==> src/rtl/arp_pkg.sv <==
package arp_pkg;
	localparam int RES_BITS = 18;
	localparam int ADDR_W = 4;

	localparam logic [ADDR_W-1:0] OFF_CTRL = 4'h0;
	localparam logic [ADDR_W-1:0] OFF_CFG = 4'h4;
	localparam logic [ADDR_W-1:0] OFF_STATUS = 4'h8;
	localparam logic [ADDR_W-1:0] OFF_RESULT = 4'hC;

	localparam int CTRL_W = 10;
	localparam int CTRL_MODE_LSB = 0;
	localparam int CTRL_CODING = 2;
	localparam int CTRL_CLKSRC = 3;
	localparam int CTRL_SCLK_INV = 4;
	localparam int CTRL_SYNC_INV = 5;
	localparam int CTRL_RDC = 6;
	localparam int CTRL_DIV_LSB = 7;
	localparam int CTRL_PD = 9;
	localparam logic [CTRL_W-1:0] CTRL_RESET = 10'h000;

	localparam int CFG_W = 2;
	localparam int CFG_CODING = 0;
	localparam int CFG_PD = 1;
	localparam logic [CFG_W-1:0] CFG_RESET = 2'h0;

	localparam int STAT_BUSY = 0;
	localparam int STAT_CONV = 1;
	localparam int STAT_SHIFT = 2;
	localparam int STAT_RESET_PIN = 3;

	typedef enum logic [1:0] {
		MODE_P18 = 2'h0,
		MODE_P16 = 2'h1,
		MODE_P8 = 2'h2,
		MODE_SER = 2'h3
	} arp_mode_t;

	typedef enum logic [1:0] {
		ST_IDLE = 2'b00,
		ST_CONV = 2'b01,
		ST_SHIFT = 2'b11
	} arp_conv_t;

	localparam int PIN_MS_OUT = 10;
	localparam int PIN_MS_CLK = 11;
	localparam int PIN_MS_SYNC = 12;
	localparam int PIN_SS_OUT = 8;
	localparam int PIN_SS_ERR = 13;

	localparam int BIT_CNT_W = 5;
	localparam logic [BIT_CNT_W-1:0] BITS_DONE = 5'h12;
	localparam logic [BIT_CNT_W-1:0] FAST_BITS = 5'h0C;
	localparam logic [3:0] FAST_HALF = 4'h2;
	localparam logic [3:0] SLOW_HALF = 4'h3;
	localparam logic [3:0] DIV_HALF_BASE = 4'h1;

	localparam int CLK_PERIOD_NS = 10;
	localparam int T_CONV_NS = 1000;
	localparam int CONV_CYCLES = (T_CONV_NS + CLK_PERIOD_NS - 1) / CLK_PERIOD_NS;
	localparam int MIN_CONV_CYCLES = 90;
	localparam int CNT_W = 8;

	localparam logic [1:0] RESP_OKAY = 2'h0;
	localparam logic [1:0] RESP_SLVERR = 2'h2;
endpackage

==> src/rtl/arp_readout.sv <==
`timescale 1ns/1ps
// Notes on behaviour
// - Deselect or read high tristates all data outputs
// - Reset pin high aborts conversion, tristates bus
// - Reset pin fall clears bus and configuration
// - Mode 0/1/2 selects 18/16/8-bit bus
// - Parallel modes drive the latest result only while selected
// - Full 18-bit bus always straight binary
// - Other modes honour coding select
// - Word selects pick two words or three bytes
// - Mode 3 puts serial on upper pins
// - Eighteen bits out MSB first, one per clock
// - Configuration register writable only in serial mode
// - Master pins 12..10, slave pins 13 and 8
// - Internal clock source drives clock and sync
// - Invert inputs flip clock and sync polarity
// - Master read-during: previous result, two periods
// - Master read-after keeps busy until shifted
// - Divider sets read-after clock period
// - External clock shifts only while selected
// - External clock may idle high or low
// - Started conversion completes despite power-down
// - Slave read-during underrun pulses read overrun
module arp_readout #(
	parameter int CONV_LEN = arp_pkg::CONV_CYCLES
) (
	input wire logic aclk,
	input wire logic aresetn,
	input wire logic [arp_pkg::ADDR_W-1:0] awaddr,
	input wire logic [2:0] awprot,
	input wire logic awvalid,
	output logic awready,
	input wire logic [31:0] wdata,
	input wire logic [3:0] wstrb,
	input wire logic wvalid,
	output logic wready,
	output logic [1:0] bresp,
	output logic bvalid,
	input wire logic bready,
	input wire logic [arp_pkg::ADDR_W-1:0] araddr,
	input wire logic [2:0] arprot,
	input wire logic arvalid,
	output logic arready,
	output logic [31:0] rdata,
	output logic [1:0] rresp,
	output logic rvalid,
	input wire logic rready,
	input wire logic cs_n_pin,
	input wire logic rd_n_pin,
	input wire logic reset_pin,
	input wire logic convert_start_n,
	input wire logic word_select_lo,
	input wire logic word_select_hi,
	input wire logic serial_shift_clock,
	input wire logic [arp_pkg::RES_BITS-1:0] conv_result,
	output logic [arp_pkg::RES_BITS-1:0] data_out,
	output logic [arp_pkg::RES_BITS-1:0] data_oe,
	output logic busy
);
	import arp_pkg::*;

	if (CONV_LEN < MIN_CONV_CYCLES || CONV_LEN > 255) begin : g_bad_conv_len
		$error("CONV_LEN must allow a full shift-out and fit the counter");
	end

	typedef struct packed {
		logic cs_m, cs_s, rd_m, rd_s;
		logic cnv_m, cnv_s, cnv_d;
		logic rst_m, rst_s, rst_d;
		logic [1:0] ws_m, ws_s;
		logic clk_m, clk_s, clk_d;
		logic [CTRL_W-1:0] ctrl;
		logic [CFG_W-1:0] cfg;
		arp_conv_t st;
		logic [CNT_W-1:0] conv_cnt;
		logic busy;
		logic [RES_BITS-1:0] result;
		logic [RES_BITS-1:0] sh;
		logic [BIT_CNT_W-1:0] bit_cnt;
		logic [3:0] half_cnt;
		logic sclk;
		logic overrun;
		logic [RES_BITS-1:0] dout, doe;
		logic aw_held, w_held;
		logic [ADDR_W-1:0] aw_addr;
		logic [31:0] wdat;
		logic [3:0] wstr;
		logic awready, wready, bvalid, arready, rvalid;
		logic [1:0] bresp, rresp;
		logic [31:0] rdata;
	} arp_state_t;

	function automatic arp_state_t init_state();
		arp_state_t r;
		r = '0;
		r.cs_m = 1'b1;
		r.cs_s = 1'b1;
		r.rd_m = 1'b1;
		r.rd_s = 1'b1;
		r.cnv_m = 1'b1;
		r.cnv_s = 1'b1;
		r.cnv_d = 1'b1;
		r.ctrl = CTRL_RESET;
		r.cfg = CFG_RESET;
		r.st = ST_IDLE;
		r.bit_cnt = BITS_DONE;
		return r;
	endfunction

	function automatic logic [RES_BITS-1:0] encode(input logic [RES_BITS-1:0] r, input logic straight);
		return straight ? r : {~r[RES_BITS-1], r[RES_BITS-2:0]};
	endfunction

	function automatic logic [31:0] merge(input logic [31:0] old, input logic [31:0] d, input logic [3:0] strb);
		logic [31:0] m;
		m = old;
		for (int i = 0; i < 4; i++) begin
			if (strb[i]) begin
				m[i*8 +: 8] = d[i*8 +: 8];
			end
		end
		return m;
	endfunction

	localparam arp_state_t RESET_STATE = init_state();

	arp_state_t s, next_s;
	arp_mode_t mode;
	logic serial, master_ser, slave_ser, read_during_conv, straight, selected, start, pd, conv_done;
	logic master_active, slave_edge, rst_fall;
	logic [3:0] half;
	logic [RES_BITS-1:0] coded;
	logic [31:0] wmerged;

	always_comb begin
		next_s = s;
		wmerged = 32'h0000_0000;
		// Pin inputs pass two flops before any logic reads them
		next_s.cs_m = cs_n_pin;
		next_s.cs_s = s.cs_m;
		next_s.rd_m = rd_n_pin;
		next_s.rd_s = s.rd_m;
		next_s.cnv_m = convert_start_n;
		next_s.cnv_s = s.cnv_m;
		next_s.cnv_d = s.cnv_s;
		next_s.rst_m = reset_pin;
		next_s.rst_s = s.rst_m;
		next_s.rst_d = s.rst_s;
		next_s.ws_m = {word_select_hi, word_select_lo};
		next_s.ws_s = s.ws_m;
		next_s.clk_m = serial_shift_clock;
		next_s.clk_s = s.clk_m;
		next_s.clk_d = s.clk_s;

		mode = arp_mode_t'(s.ctrl[CTRL_MODE_LSB +: 2]);
		serial = (mode == MODE_SER);
		master_ser = serial && !s.ctrl[CTRL_CLKSRC];
		slave_ser = serial && s.ctrl[CTRL_CLKSRC];
		read_during_conv = s.ctrl[CTRL_RDC];
		straight = (mode == MODE_P18) || (serial ? s.cfg[CFG_CODING] : s.ctrl[CTRL_CODING]);
		coded = encode(s.result, straight);
		selected = !s.cs_s && !s.rd_s && !s.rst_s;
		start = s.cnv_d && !s.cnv_s;
		rst_fall = s.rst_d && !s.rst_s;
		pd = serial ? s.cfg[CFG_PD] : s.ctrl[CTRL_PD];
		if (read_during_conv) begin
			half = (s.bit_cnt < FAST_BITS) ? FAST_HALF : SLOW_HALF;
		end else begin
			half = 4'(DIV_HALF_BASE << s.ctrl[CTRL_DIV_LSB +: 2]);
		end
		master_active = master_ser && (s.bit_cnt != BITS_DONE) &&
			((s.st == ST_CONV && read_during_conv) || s.st == ST_SHIFT);
		// Either idle level works: only the edge toward the active level shifts
		slave_edge = (s.clk_s ^ s.clk_d) && (s.clk_s ^ s.ctrl[CTRL_SCLK_INV]);
		conv_done = 1'b0;
		next_s.overrun = 1'b0;

		// Shift engines
		if (master_active) begin
			if (s.half_cnt == 4'h0) begin
				next_s.half_cnt = half - 4'h1;
				next_s.sclk = ~s.sclk;
				if (s.sclk) begin
					next_s.sh = {s.sh[RES_BITS-2:0], 1'b0};
					next_s.bit_cnt = s.bit_cnt + 5'h01;
				end
			end else begin
				next_s.half_cnt = s.half_cnt - 4'h1;
			end
		end else if (slave_ser && selected && slave_edge && s.bit_cnt != BITS_DONE) begin
			next_s.sh = {s.sh[RES_BITS-2:0], 1'b0};
			next_s.bit_cnt = s.bit_cnt + 5'h01;
		end

		unique case (s.st)
			ST_IDLE: begin
				// Power-down only blocks new starts; a running conversion finishes
				if (start && !pd) begin
					next_s.st = ST_CONV;
					next_s.conv_cnt = CNT_W'(CONV_LEN - 1);
					next_s.busy = 1'b1;
					if (master_ser && read_during_conv) begin
						next_s.sh = coded;
						next_s.bit_cnt = '0;
						next_s.half_cnt = half - 4'h1;
						next_s.sclk = 1'b0;
					end
				end
			end
			ST_CONV: begin
				if (s.conv_cnt == '0) begin
					conv_done = 1'b1;
				end else begin
					next_s.conv_cnt = s.conv_cnt - 8'h01;
				end
			end
			ST_SHIFT: begin
				// The shift engine stops at the last bit; the final low half is timed out here
				if (s.bit_cnt == BITS_DONE) begin
					if (s.half_cnt == 4'h0) begin
						next_s.st = ST_IDLE;
						next_s.busy = 1'b0;
					end else begin
						next_s.half_cnt = s.half_cnt - 4'h1;
					end
				end
			end
			default: begin
				next_s.st = ST_IDLE;
			end
		endcase

		if (conv_done) begin
			next_s.result = conv_result;
			if (slave_ser && read_during_conv && s.bit_cnt != BITS_DONE) begin
				next_s.overrun = 1'b1;
			end
			if (serial) begin
				next_s.sh = encode(conv_result, straight);
				next_s.bit_cnt = '0;
				next_s.half_cnt = half - 4'h1;
				next_s.sclk = 1'b0;
			end
			if (master_ser && !read_during_conv) begin
				next_s.st = ST_SHIFT;
			end else begin
				next_s.st = ST_IDLE;
				next_s.busy = 1'b0;
				if (master_ser) begin
					next_s.bit_cnt = BITS_DONE;
				end
			end
		end

		// Register bus: address and data accepted in either order
		if (s.bvalid && bready) begin
			next_s.bvalid = 1'b0;
		end
		if (s.awready && awvalid) begin
			next_s.aw_held = 1'b1;
			next_s.aw_addr = awaddr;
		end
		if (s.wready && wvalid) begin
			next_s.w_held = 1'b1;
			next_s.wdat = wdata;
			next_s.wstr = wstrb;
		end
		if (s.aw_held && s.w_held && !s.bvalid) begin
			next_s.aw_held = 1'b0;
			next_s.w_held = 1'b0;
			next_s.bvalid = 1'b1;
			next_s.bresp = RESP_OKAY;
			unique case (s.aw_addr)
				OFF_CTRL: begin
					wmerged = merge(32'(s.ctrl), s.wdat, s.wstr);
					next_s.ctrl = wmerged[CTRL_W-1:0];
				end
				OFF_CFG: begin
					if (serial) begin
						wmerged = merge(32'(s.cfg), s.wdat, s.wstr);
						next_s.cfg = wmerged[CFG_W-1:0];
					end else begin
						next_s.bresp = RESP_SLVERR;
					end
				end
				default: begin
					next_s.bresp = RESP_SLVERR;
				end
			endcase
		end
		next_s.awready = !next_s.aw_held && !next_s.bvalid;
		next_s.wready = !next_s.w_held && !next_s.bvalid;
		if (s.rvalid && rready) begin
			next_s.rvalid = 1'b0;
		end
		if (s.arready && arvalid) begin
			next_s.rvalid = 1'b1;
			next_s.rresp = RESP_OKAY;
			unique case (araddr)
				OFF_CTRL: next_s.rdata = 32'(s.ctrl);
				OFF_CFG: next_s.rdata = 32'(s.cfg);
				OFF_STATUS: begin
					next_s.rdata = 32'h0000_0000;
					next_s.rdata[STAT_BUSY] = s.busy;
					next_s.rdata[STAT_CONV] = (s.st == ST_CONV);
					next_s.rdata[STAT_SHIFT] = (s.bit_cnt != BITS_DONE);
					next_s.rdata[STAT_RESET_PIN] = s.rst_s;
				end
				OFF_RESULT: next_s.rdata = 32'(s.result);
				default: begin
					next_s.rdata = 32'h0000_0000;
					next_s.rresp = RESP_SLVERR;
				end
			endcase
		end
		next_s.arready = !next_s.rvalid;

		// Reset pin: held high aborts, its release clears result and configuration
		if (s.rst_s) begin
			next_s.st = ST_IDLE;
			next_s.busy = 1'b0;
			next_s.bit_cnt = BITS_DONE;
			next_s.sclk = 1'b0;
			next_s.half_cnt = 4'h0;
			next_s.overrun = 1'b0;
		end
		if (rst_fall) begin
			next_s.result = '0;
			next_s.cfg = CFG_RESET;
			next_s.sh = '0;
		end

		// Pin drive; nothing drives while deselected, so a bus stays shareable
		next_s.dout = '0;
		next_s.doe = '0;
		if (selected && !rst_fall) begin
			unique case (mode)
				MODE_P18: begin
					next_s.dout = coded;
					next_s.doe = '1;
				end
				MODE_P16: begin
					next_s.dout[15:0] = s.ws_s[0] ? {coded[1:0], 14'h0000} : coded[17:2];
					next_s.doe[15:0] = 16'hFFFF;
				end
				MODE_P8: begin
					unique case (s.ws_s)
						2'h0: next_s.dout[7:0] = coded[17:10];
						2'h1: next_s.dout[7:0] = coded[9:2];
						2'h2: next_s.dout[7:0] = {coded[1:0], 6'h00};
						2'h3: next_s.dout[7:0] = 8'h00;
					endcase
					next_s.doe[7:0] = 8'hFF;
				end
				MODE_SER: begin
					if (master_ser) begin
						next_s.dout[PIN_MS_OUT] = s.sh[RES_BITS-1];
						next_s.dout[PIN_MS_CLK] = s.sclk ^ s.ctrl[CTRL_SCLK_INV];
						next_s.dout[PIN_MS_SYNC] = master_active ^ s.ctrl[CTRL_SYNC_INV];
						next_s.doe[PIN_MS_OUT] = 1'b1;
						next_s.doe[PIN_MS_CLK] = 1'b1;
						next_s.doe[PIN_MS_SYNC] = 1'b1;
					end else begin
						next_s.dout[PIN_SS_OUT] = s.sh[RES_BITS-1];
						next_s.dout[PIN_SS_ERR] = next_s.overrun;
						next_s.doe[PIN_SS_OUT] = 1'b1;
						next_s.doe[PIN_SS_ERR] = 1'b1;
					end
				end
			endcase
		end
	end

	always_ff @(posedge aclk) begin
		if (!aresetn) begin
			s <= RESET_STATE;
		end else begin
			s <= next_s;
		end
	end

	assign awready = s.awready;
	assign wready = s.wready;
	assign bvalid = s.bvalid;
	assign bresp = s.bresp;
	assign arready = s.arready;
	assign rvalid = s.rvalid;
	assign rresp = s.rresp;
	assign rdata = s.rdata;
	assign data_out = s.dout;
	assign data_oe = s.doe;
	assign busy = s.busy;
endmodule // arp_readout

==> config.mk <==
export PLATFORM = sky130hd
export DESIGN_NAME = arp_readout
export DESIGN_NICKNAME = d
export VERILOG_FILES = /design/src/rtl/arp_pkg.sv /design/src/rtl/arp_readout.sv
export SDC_FILE = /design/constraint.sdc
export NUM_CORES = 1
export LEC_CHECK = 0
export BUFFER_PORTS_ARGS = -buffer_cell sky130_fd_sc_hd__buf_4
export CAP_MARGIN = 30
export CORE_ASPECT_RATIO = 1.4
export CORE_MARGIN = 3
export CORE_UTILIZATION = 59
export DETAILED_ROUTE_END_ITERATION = 6
export PLACE_DENSITY_LB_ADDON = 0.12
export SLEW_MARGIN = 20
export SYNTH_ARGS = -nofsm -noshare
export SYNTH_HDL_FRONTEND = slang
export SYNTH_SLANG_ARGS = --single-unit
export TNS_END_PERCENT = 1
==> constraint.sdc <==
create_clock -name aclk -period 6.7 [get_ports aclk]
set_input_delay 1.675 -clock aclk [delete_from_list [all_inputs] [get_ports aclk]]
set_output_delay 1.675 -clock aclk [all_outputs]
set_load 0.1 [all_outputs]
==> results of run 1 <==
==> where the power goes <==
part	internal, W	switching (W)
combinational	0.000116	0.000241
sequential	0.000945	0.0000645
clock	0.000606	0.000370
total	0.00167	0.000676
==> cells by family (layout without fill, tap and decap cells) <==
family	count (synthesis)	after routing	share of synthesized area, %
mux	31	31	4.63
compound gates	203	203	18.2
fa+ha+maj	9	9	1.54
simple gates	306	306	21.0
xor+xnor	14	14	1.68
buf+inv	133	165	11.1
flops	152	152	41.7
other cells	1	16	0.0514
==> per-layer routing <==
layer	share of wire (%)	track usage, %	vias up
li1	-	-	2952
met1	36	28.8	2862
met2	54	50.1	284
met3	6.8	5.22	62
met4	3.8	12.6	0
met5	0	0	-
==> cells in the mapped netlist, drive strengths merged, types with 4 or more instances <==
master,instances
nand2,121
buf,82
nor4,6
a211oi,18
xnor2,4
dfxtp,152
mux2i,27
nand2b,15
a21boi,30
and2,30
inv,17
a22oi,20
and3,14
xor2,10
o22ai,25
a21oi,55
o21ai,27
nor2,54
nor2b,18
nand3,19
clkbuf,34
nor3,7
ha,9
a31oi,5
==> flip-flops by register name, indices dropped and copies added, names as in the netlist, 2 cells and up <==
name      cells
mode          2
next_s       10
data_oe       5
s            90
data_out     18
rdata        18
==> stage by stage <==
step / instances / cell area (µm²)
after global placement: 1011 / 7660
final: 1043 / 8280
after global routing: 1043 / 8280
after detailed placement: 1012 / 7670
after CTS: 1043 / 8270
after floorplan: 864 / 7350
==> layout make-up <==
| cell class | instances | area [µm²] | area share [%] |
|---|---|---|---|
| clock buffer | 21 | 460 | 5.56 |
| multi-input combinational | 579 | 3500 | 42.3 |
| inverter | 17 | 63.8 | 0.771 |
| sequential | 152 | 3040 | 36.8 |
| timing repair buffer | 117 | 882 | 10.7 |
| tap | 147 | 184 | 2.22 |
| clock inverter | 10 | 144 | 1.74 |
==> how the worst max path moves through the flow <==
stage	startpoint	slack (ns)	cells past startpoint	end
global placement	aresetn	2.89	5	data_out[5]
global route	aresetn	3.11	5	data_out[5]
CTS	aresetn	3.29	4	data_out[14]
detailed placement	aresetn	2.87	5	data_out[4]
finish	aresetn	3.27	5	data_out[1]
floorplan	aresetn	3.87	6	data_out[15]
==> reports/qor.txt, run 1 <==
Status - complete, no violations
DP Worst Slack - 2.87 ns
Source of the worst register-to-register timing path - s[121]
Core area - 11900 µm²
WHS Endpoint - next_s[199]
Total track usage - 26.9%
Final period util - 51.2%
# resized after CTS - 0
Initial Util - 61.1%
CP startpoint kind - input port
Worst-Skew Late Latency - 0.42 ns
Min cycle time layout - 3.43 ns
Fin nets - 975
Antenna cells - 0
DPL Wire Length - 13.5 mm
Fin worst setup slack - 3.27 ns
# rows - 47
Crit path max-delay cell type - or4_1
Hold Crit Depth - 1
Initial DRC Count - 439
Worst r2r dst - s[129]
DRC viols - 0
Unrepaired setup endpoints after global routing - no
Commonest non-fill, non-tap cell in the layout - dfxtp_1
WP data required - 7.06 ns
Finished Core Util - 69.3%
Min-delay src - next_s[200]
Power Density - 283 nW/µm²
Ys async rst share - 0%
Max IR drop VDD - 0.000174 V
Max_cap viols - 0
Worst slew margin - 45.9%
DRT Pass-1 Iters - 5
Setup violators final - 0
Routed WL per cell - 17.7 µm
Root cell of the clock tree - clkbuf_16
Fillers - 944
CTS sink cnt - 152
Pwr Total - 0.00234 W
First-pass GRT wire length - 28.9 mm
H-tree levels - 4
Setup TNS Final - 0 ns
Die span in x - 100 µm
Buffers on Ports - 113
Post-CTS Setup Repair Bufs - 0
Slowest stage delay, CP - 0.74 ns
Post-synth top area cell - dfxtp_1
CTS tree - yes
Slew @ Worst Pin - 0.810 ns
Max Fclk - 0.292 GHz
Post-synth EDFFs - 0
Count of final hold-check violations - 0
Share of cells above drive strength 1 - 17.9%
P&R area growth vs syn - 13.5%
Post-CTS Hold Buffers - 0
Total number of vias - 6160
Antenna violations before repair - 0
Critical path start-end classification - in -> reg
R2R setup slack - 3.89 ns
Ports - 160
Placer congestion estimate - 0.910
Vias in the first global route - 5844
Gr ovfl total - 0
Clk buf depth - 2
Routed WL - 18.5 mm
Register area share after synthesis - 41.7%
Share of the synthesized area in the top cell type - 41.7%
Worst path top cell family by delay - simple AND/OR/NAND/NOR gates
Worst path buffer plus inverter count - 1
Unique masters post-synth - 65
Worst setup EP type - flip-flop
Clock-pin slew on the worst setup and hold paths - 0.06 ns
Most frequent cells in the layout - dfxtp_1, nand2_1, buf_4, a21oi_1, nor2_1
Arrival time worst endpoint - 3.79 ns
Clock Skews - 0.00637 ns
Die Footprint - 13700 µm²
Syn Inst Count - 849
Yosys reg bits - 152
Dominant synthesized flop cell - dfxtp_1
Crit-path cells - buf_4, nand2_1, or4_1, nor2_1, and2_1
Vias per cell - 5.91
Worst r2r path cells - 8
Synth Area per Inst - 8.59 µm²
Die Y - 138 µm
Post-Synthesis Cell Area - 7290 µm²
CTS buffer count - 17
Synth top area cells - dfxtp_1, buf_4, nand2_1
Hold Path Class - reg -> reg
DRT antenna net count - 0
Leakage power - 3.24 nW
Largest net degree at the start of global routing - 77
Max-slew violation count - 0
Hold slack - 0.413 ns
Ys Warns - 0
Crit-path max FO - 76
No activity file was read; power rests on OpenSTA's default activity.
==> inputs of run 2 (changes only) <==
--- a/config.mk
+++ b/config.mk
@@ -5,11 +5,12 @@
 export SDC_FILE = /design/constraint.sdc
 export NUM_CORES = 1
 export LEC_CHECK = 0
+export ABC_AREA = 1
 export BUFFER_PORTS_ARGS = -buffer_cell sky130_fd_sc_hd__buf_4
 export CAP_MARGIN = 30
 export CORE_ASPECT_RATIO = 1.4
 export CORE_MARGIN = 3
-export CORE_UTILIZATION = 59
+export CORE_UTILIZATION = 50
 export DETAILED_ROUTE_END_ITERATION = 6
 export PLACE_DENSITY_LB_ADDON = 0.12
 export SLEW_MARGIN = 20
==> constraint.sdc (replaced) <==
create_clock -name aclk -period 3.1 [get_ports aclk]
set_input_delay 0.775 -clock aclk [delete_from_list [all_inputs] [get_ports aclk]]
set_output_delay 0.775 -clock aclk [all_outputs]
set_load 0.1 [all_outputs]
==> reports/qor.txt, run 2 <==
Status - complete, no violations
DR WL met3 - 872 µm (-30%)
Min cycle time layout - 2.38 ns
Clock-pin slew on the worst setup and hold paths - 0.07 ns (about the same)
Die span in x - 109 µm (+9.2%)
Ys async rst share - 0% (unchanged)
Gr ovfl total - 0 (unchanged)
Unrepaired setup endpoints after global routing - no
Dominant synthesized flop cell - dfxtp_1
Total track usage - 23.5% (-3.4 points)
Buffers on Ports - 113 (unchanged)
Initial Util - 51.3% (-9.8 points)
Max FFs per register - 90 (unchanged)
Ys Warns - 0 (unchanged)
Final instance area - 8500 µm² (+2.8%)
Pwr Total - 0.00544 W (+130%)
Critical path start-end classification - reg -> reg
DRT Pass-1 Iters - 5 (unchanged)
DRC viols - 0 (unchanged)
Worst r2r path cells - 12 (+4)
Clk buf depth - 2 (unchanged)
Root cell of the clock tree - clkbuf_16
Routed WL - 19.2 mm (+4.0%)
WP data required - 3.48 ns (-3.58 ns)
Crit-path max FO - 24 (-68%)
Antenna violations before repair - 0 (unchanged)
Power Density - 639 nW/µm² (+130%)
# rows - 52 (+11%)
Fin nets - 1175 (+21%)
CTS buffer count - 17 (unchanged)
Register area share after synthesis - 40.9% (-0.86 points)
Post-CTS Setup Repair Bufs - 0 (unchanged)
Die Footprint - 16400 µm² (+19%)
Min-delay src - next_s[202]
Post-Synthesis Cell Area - 7440 µm² (+2.1%)
P&R area growth vs syn - 14.2%
Max-slew violation count - 0 (unchanged)
Antenna cells - 0 (unchanged)
DPL Wire Length - 14.5 mm (+7.3%)
First-pass GRT wire length - 29.8 mm (+2.8%)
Commonest non-fill, non-tap cell in the layout - nand2_1
Share of cells above drive strength 1 - 16.7% (-1.2 points)
Ports - 160 (unchanged)
Post-synth top area cell - dfxtp_1
Worst setup EP type - flip-flop
WHS Endpoint - s[202]
Count of final hold-check violations - 0 (unchanged)
R2R setup slack - 0.72 ns (-3.17 ns)
Leakage power - 3.97 nW (+22%)
CTS tree - yes
Area after DPL - 7930 µm² (+3.3%)
Synth top area cells - dfxtp_1, nand2_1, o21ai_0
H-tree levels - 4 (unchanged)
Max Fclk - 0.420 GHz
Hold Crit Depth - 1 (unchanged)
Post-synth EDFFs - 0 (unchanged)
Clock Skews - 0.0101 ns (+0.00371 ns)
Top Metal Used - met4
Max_cap viols - 0 (unchanged)
Share of the synthesized area in the top cell type - 40.9% (-0.86 points)
Setup TNS Final - 0 ns (unchanged)
Worst-Skew Late Latency - 0.43 ns (about the same)
Final period util - 76.8%
CTS sink cnt - 152 (unchanged)
Initial DRC Count - 388 (-12%)
Vias per cell - 5.18 (-12%)
Max IR drop VDD - 0.000330 V (+90%)
Most numerous cell in the Yosys netlist - nand2_1
Die Y - 150 µm (+9.3%)
Post-CTS Hold Buffers - 0 (unchanged)
Unique masters post-synth - 42 (-35%)
Core area - 14500 µm² (+22%)
Metal2 WL - 10.0 mm (+1.2%)
Biggest register - s
Synth Area per Inst - 7.19 µm² (-16%)
Commonest cells post-synth - nand2_1, dfxtp_1, inv_1
Setup violators final - 0 (unchanged)
Slew @ Worst Pin - 0.621 ns (-0.189 ns)
Most frequent cells in the layout - nand2_1, dfxtp_1, inv_1, buf_4, o21ai_0
Arrival time worst endpoint - 2.76 ns (-1.03 ns)
# resized after CTS - 0 (unchanged)
Worst slew margin - 58.6% (+13 points)
M1 WL - 7.53 mm (+14%)
Yosys reg bits - 152 (unchanged)
Hold Path Class - reg -> reg
Crit path launch - s[176]
Source of the worst register-to-register timing path - s[176]
Largest net degree at the start of global routing - 53 (-31%)
Total number of vias - 6666 (+8.2%)
Routed WL per cell - 14.9 µm (-16%)
Placer congestion estimate - 0.963 (+5.8%)
Finished Core Util - 58.6% (-11 points)
Vias in the first global route - 6110 (+4.6%)
Worst r2r dst - s[135]
Syn Inst Count - 1035 (+22%)
DRT antenna net count - 0 (unchanged)
CP startpoint kind - flip-flop
-- run 2: cell count changes in the layout (fill, tap and decap cells not counted), sizes merged, moves of 27 or more --
cell / delta
mux2i: -27
and2: -30
nand2: +92
nand3: +42
a21oi: +41
o21ai: +86
inv: +121
nor2: +33
a21boi: -29
-- run 2: layout make-up --
cell class                 instances  area [µm²]
sequential                       152        3040
multi-input combinational        663        3270
clock buffer                      17         425
inverter                         133         502
fill                            1468        6000
tap                              189         236
timing repair buffer             117         878
clock inverter                    15         153
-- run 2: cells by family (layout without fill, tap and decap cells) --
group | Yosys count | in the layout | share of synthesized area (%)
compound gates | 240 | 240 | 17.1
xor+xnor | 10 | 10 | 1.18
fa+ha+maj | 9 | 9 | 1.51
buf+inv | 235 | 282 | 16.1
flops | 152 | 152 | 40.9
other cells | 1 | 16 | 0.0504
simple gates | 388 | 388 | 23.2
-- run 2: routing by layer --
metal,vias up,GRT usage [%]
met5,-,0
met4,0,11.4
met3,58,4.12
met2,219,42.2
met1,3027,26.2
li1,3362,-
-- run 2: worst max-delay path: stages, from the launching register on --
cell and delay [ns]:
dfxtp_1 0.34, inv_1 0.10, ha_1 0.28, nand2_1 0.07, nor3_1 0.17, nand2_2 0.30, nor2_4 0.30, inv_2 0.11
nand2_1 0.10, inv_2 0.13, a21oi_1 0.28, nand2_1 0.08, inv_1 0.05
-- run 2: where the power goes --
part / switching, W / leakage (nW) / internal, W / total (W)
clock network: 0.000930 / 0.280 / 0.00107 / 0.00200
logic: 0.000854 / 2.45 / 0.000334 / 0.00119
registers: 0.000134 / 1.24 / 0.00211 / 0.00225
-- run 2: worst max path at each step --
stage,endpoint
after global placement,s[135]
after global routing,s[141]
after detailed placement,s[135]
after CTS,s[135]
after floorplan,s[138]
final,s[135]
-- run 2: stage by stage --
step           instances  setup slack, ns  hold slack, ns
4_1_cts             1286            0.711           0.415
3_5_place_dp        1254            0.732           0.399
6_report            1286            0.720           0.411
5_1_grt             1286            0.544           0.425
3_3_place_gp        1254            0.786           0.396
2_1_floorplan       1050             1.12           0.390
==> inputs of run 3 (changes only) <==
--- a/config.mk
+++ b/config.mk
@@ -10,7 +10,7 @@
 export CAP_MARGIN = 30
 export CORE_ASPECT_RATIO = 1.4
 export CORE_MARGIN = 3
-export CORE_UTILIZATION = 50
+export CORE_UTILIZATION = 55
 export DETAILED_ROUTE_END_ITERATION = 6
 export PLACE_DENSITY_LB_ADDON = 0.12
 export SLEW_MARGIN = 20
==> constraint.sdc (replaced) <==
create_clock -name aclk -period 2.35 [get_ports aclk]
set_input_delay 0.5875 -clock aclk [delete_from_list [all_inputs] [get_ports aclk]]
set_output_delay 0.5875 -clock aclk [all_outputs]
set_load 0.1 [all_outputs]
==> reports/qor.txt, run 3 (synthesis gave the netlist of run 2 again) <==
Min cycle time layout - 2.08 ns (-0.303 ns)
CTS sink cnt - 152 (unchanged)
Worst setup EP type - flip-flop
Grt peak-use layer - met2
Antenna violations before repair - 0 (unchanged)
Most frequent cells in the layout - nand2_1, dfxtp_1, buf_4, inv_1, o21ai_0
CTS buffer count - 17 (unchanged)
Final period util - 88.4% (+12 points)
Internal power - 0.00484 W (+37%)
Count of final hold-check violations - 0 (unchanged)
Total number of vias - 6784 (+1.8%)
R2R setup slack - 0.27 ns (-0.45 ns)
Worst slew margin - 60.4% (+1.8 points)
Critical path start-end classification - reg -> reg
Crit path top cell by count - nand2_1
Hold slack - 0.343 ns (-0.0675 ns)
Worst path buffer plus inverter count - 2 (-2)
Area after DPL - 8000 µm² (+0.87%)
Biggest register - s
Combinational Power Share - 21.7% (-0.2 points)
Routed WL - 19.3 mm (+0.68%)
DRC viols - 0 (unchanged)
Commonest non-fill, non-tap cell in the layout - nand2_1
Met1 GRT Util - 28.6% (+2.3 points)
Clock-pin slew on the worst setup and hold paths - 0.06 ns (about the same)
Slowest stage delay, CP - 0.38 ns (+0.04 ns)
CTS tree - yes
GR Util met3 - 5.12% (+1.0 points)
Die Y - 144 µm (-4.5%)
Worst path top cell family by delay - simple AND/OR/NAND/NOR gates
Switching component of the power - 0.00245 W (+28%)
Clk buf depth - 2 (unchanged)
Source of the worst register-to-register timing path - s[176]
Clk pwr share - 37.6% (+0.8 points)
DPL Wire Length - 14.5 mm (+0.37%)
Clock Skews - 0.0109 ns (+0.000868 ns)
Root cell of the clock tree - clkbuf_16
Worst r2r dst - s[174]
Crit-path cells - inv_1, ha_1, nand2_1, nor3_1, nand2_2, buf_4, nand2_1, a21oi_4, nand2_1, o21ai_0, nor2_1
Gr ovfl total - 0 (unchanged)
Finished Core Util - 65.8% (+7.2 points)
CP Depth - 11 (-1)
Placer congestion estimate - 0.956 (-0.71%)
Slew @ Worst Pin - 0.594 ns (-0.0269 ns)
Setup TNS Final - 0 ns (unchanged)
Core area - 13100 µm² (-10%)
Fin nets - 1186 (+0.94%)
Max Fclk - 0.481 GHz (+15%)
DP Worst Slack - 0.290 ns (-0.442 ns)
Hold Path Class - in -> reg
Crit-path max FO - 23 (-4.2%)
Global routing usage on met2 - 46.7% (+4.4 points)
Routed WL per cell - 15.0 µm (+0.68%)
Max IR drop VDD - 0.000561 V (+70%)
Die span in x - 104 µm (-4.4%)
Crit path launch - s[176]
CP startpoint kind - flip-flop
Buffers on Ports - 113 (unchanged)
# rows - 49 (-5.8%)
Largest net degree at the start of global routing - 53 (unchanged)
# resized after CTS - 0 (unchanged)
Vias per cell - 5.28 (+1.8%)
Initial DRC Count - 358 (-7.7%)
Fin worst setup slack - 0.273 ns (-0.447 ns)
DRT Pass-1 Iters - 5 (unchanged)
Crit path max-delay cell type - dfxtp_1
Setup violators final - 0 (unchanged)
Total track usage - 25.5% (+2.0 points)
Ports - 160 (unchanged)
Vias in the first global route - 5999 (-1.8%)
Status - complete, no violations
Reg power frac - 40.7% (-0.6 points)
Max-slew violation count - 0 (unchanged)
Max_cap viols - 0 (unchanged)
Sw Ratio - 33.6% (-1.7 points)
WP data required - 2.67 ns (-0.81 ns)
Die Footprint - 15000 µm² (-8.7%)
Crit path to - s[174]
H-tree levels - 4 (unchanged)
Worst-Skew Late Latency - 0.43 ns (about the same)
Initial Util - 57.0% (+5.7 points)
First-pass GRT wire length - 30.0 mm (+0.93%)
Share of cells above drive strength 1 - 17.4% (+0.74 points)
Worst r2r path cells - 11 (-1)
DRT antenna net count - 0 (unchanged)
Antenna cells - 0 (unchanged)
Unrepaired setup endpoints after global routing - no
Arrival time worst endpoint - 2.40 ns (-0.36 ns)
Post-CTS Setup Repair Bufs - 0 (unchanged)
Final instance area - 8590 µm² (+1.0%)
Leakage power - 4.03 nW (+1.4%)
Max FFs per register - 90 (unchanged)
Post-CTS Hold Buffers - 0 (unchanged)
P&R area growth vs syn - 15.4%
Power Density - 848 nW/µm² (+33%)
run 3: how the worst min path moves through the flow:
stage                           start          end  slack [ns]  cells past startpoint
after floorplan           next_s[190]  next_s[189]        0.39                      2
after global placement    next_s[190]  next_s[189]        0.39                      2
after detailed placement  next_s[202]       s[202]        0.40                      1
after CTS                    cs_n_pin  next_s[204]        0.33                      2
after global routing         rd_n_pin  next_s[202]        0.33                      2
final                        cs_n_pin  next_s[204]        0.34                      2
run 3: stage by stage:
step / instances / power [W]
3_3_place_gp: 1254 / 0.00457
3_5_place_dp: 1254 / 0.00459
2_1_floorplan: 1050 / 0.00416
6_report: 1286 / 0.00728
4_1_cts: 1286 / 0.00731
5_1_grt: 1286 / 0.00763
run 3: routing by layer:
layer | vias to the layer above | wire length (µm)
li1 | 3381 | -
met1 | 3122 | 7540
met2 | 236 | 10000
met3 | 45 | 1120
met4 | 0 | 670
met5 | - | 0
run 3: power by group through the flow:
stage                     clock network [W]  registers (W)  logic [W]
final                               0.00274        0.00297    0.00158
after global routing                0.00288        0.00298    0.00176
after CTS                           0.00278        0.00297    0.00157
after detailed placement                  0        0.00302    0.00157
after global placement                    0        0.00302    0.00156
after floorplan                           0        0.00300    0.00116
run 3: worst reg2reg max path: stages, from the launching register on:
cell and delay [ns]:
dfxtp_1 0.38, inv_1 0.08, ha_1 0.26, nand2_1 0.09, nor3_1 0.05, nand2_2 0.09, buf_4 0.25, nand2_1 0.20
a21oi_4 0.26, nand2_1 0.10, o21ai_0 0.16, nor2_1 0.05
run 3: cell type report:
cell class                 count  area (µm²)
clock buffer                  18         429
clock inverter                14         168
fill                        1229        4470
inverter                     133         502
multi-input combinational    663        3270
sequential                   152        3040
tap                          178         223
timing repair buffer         128         961
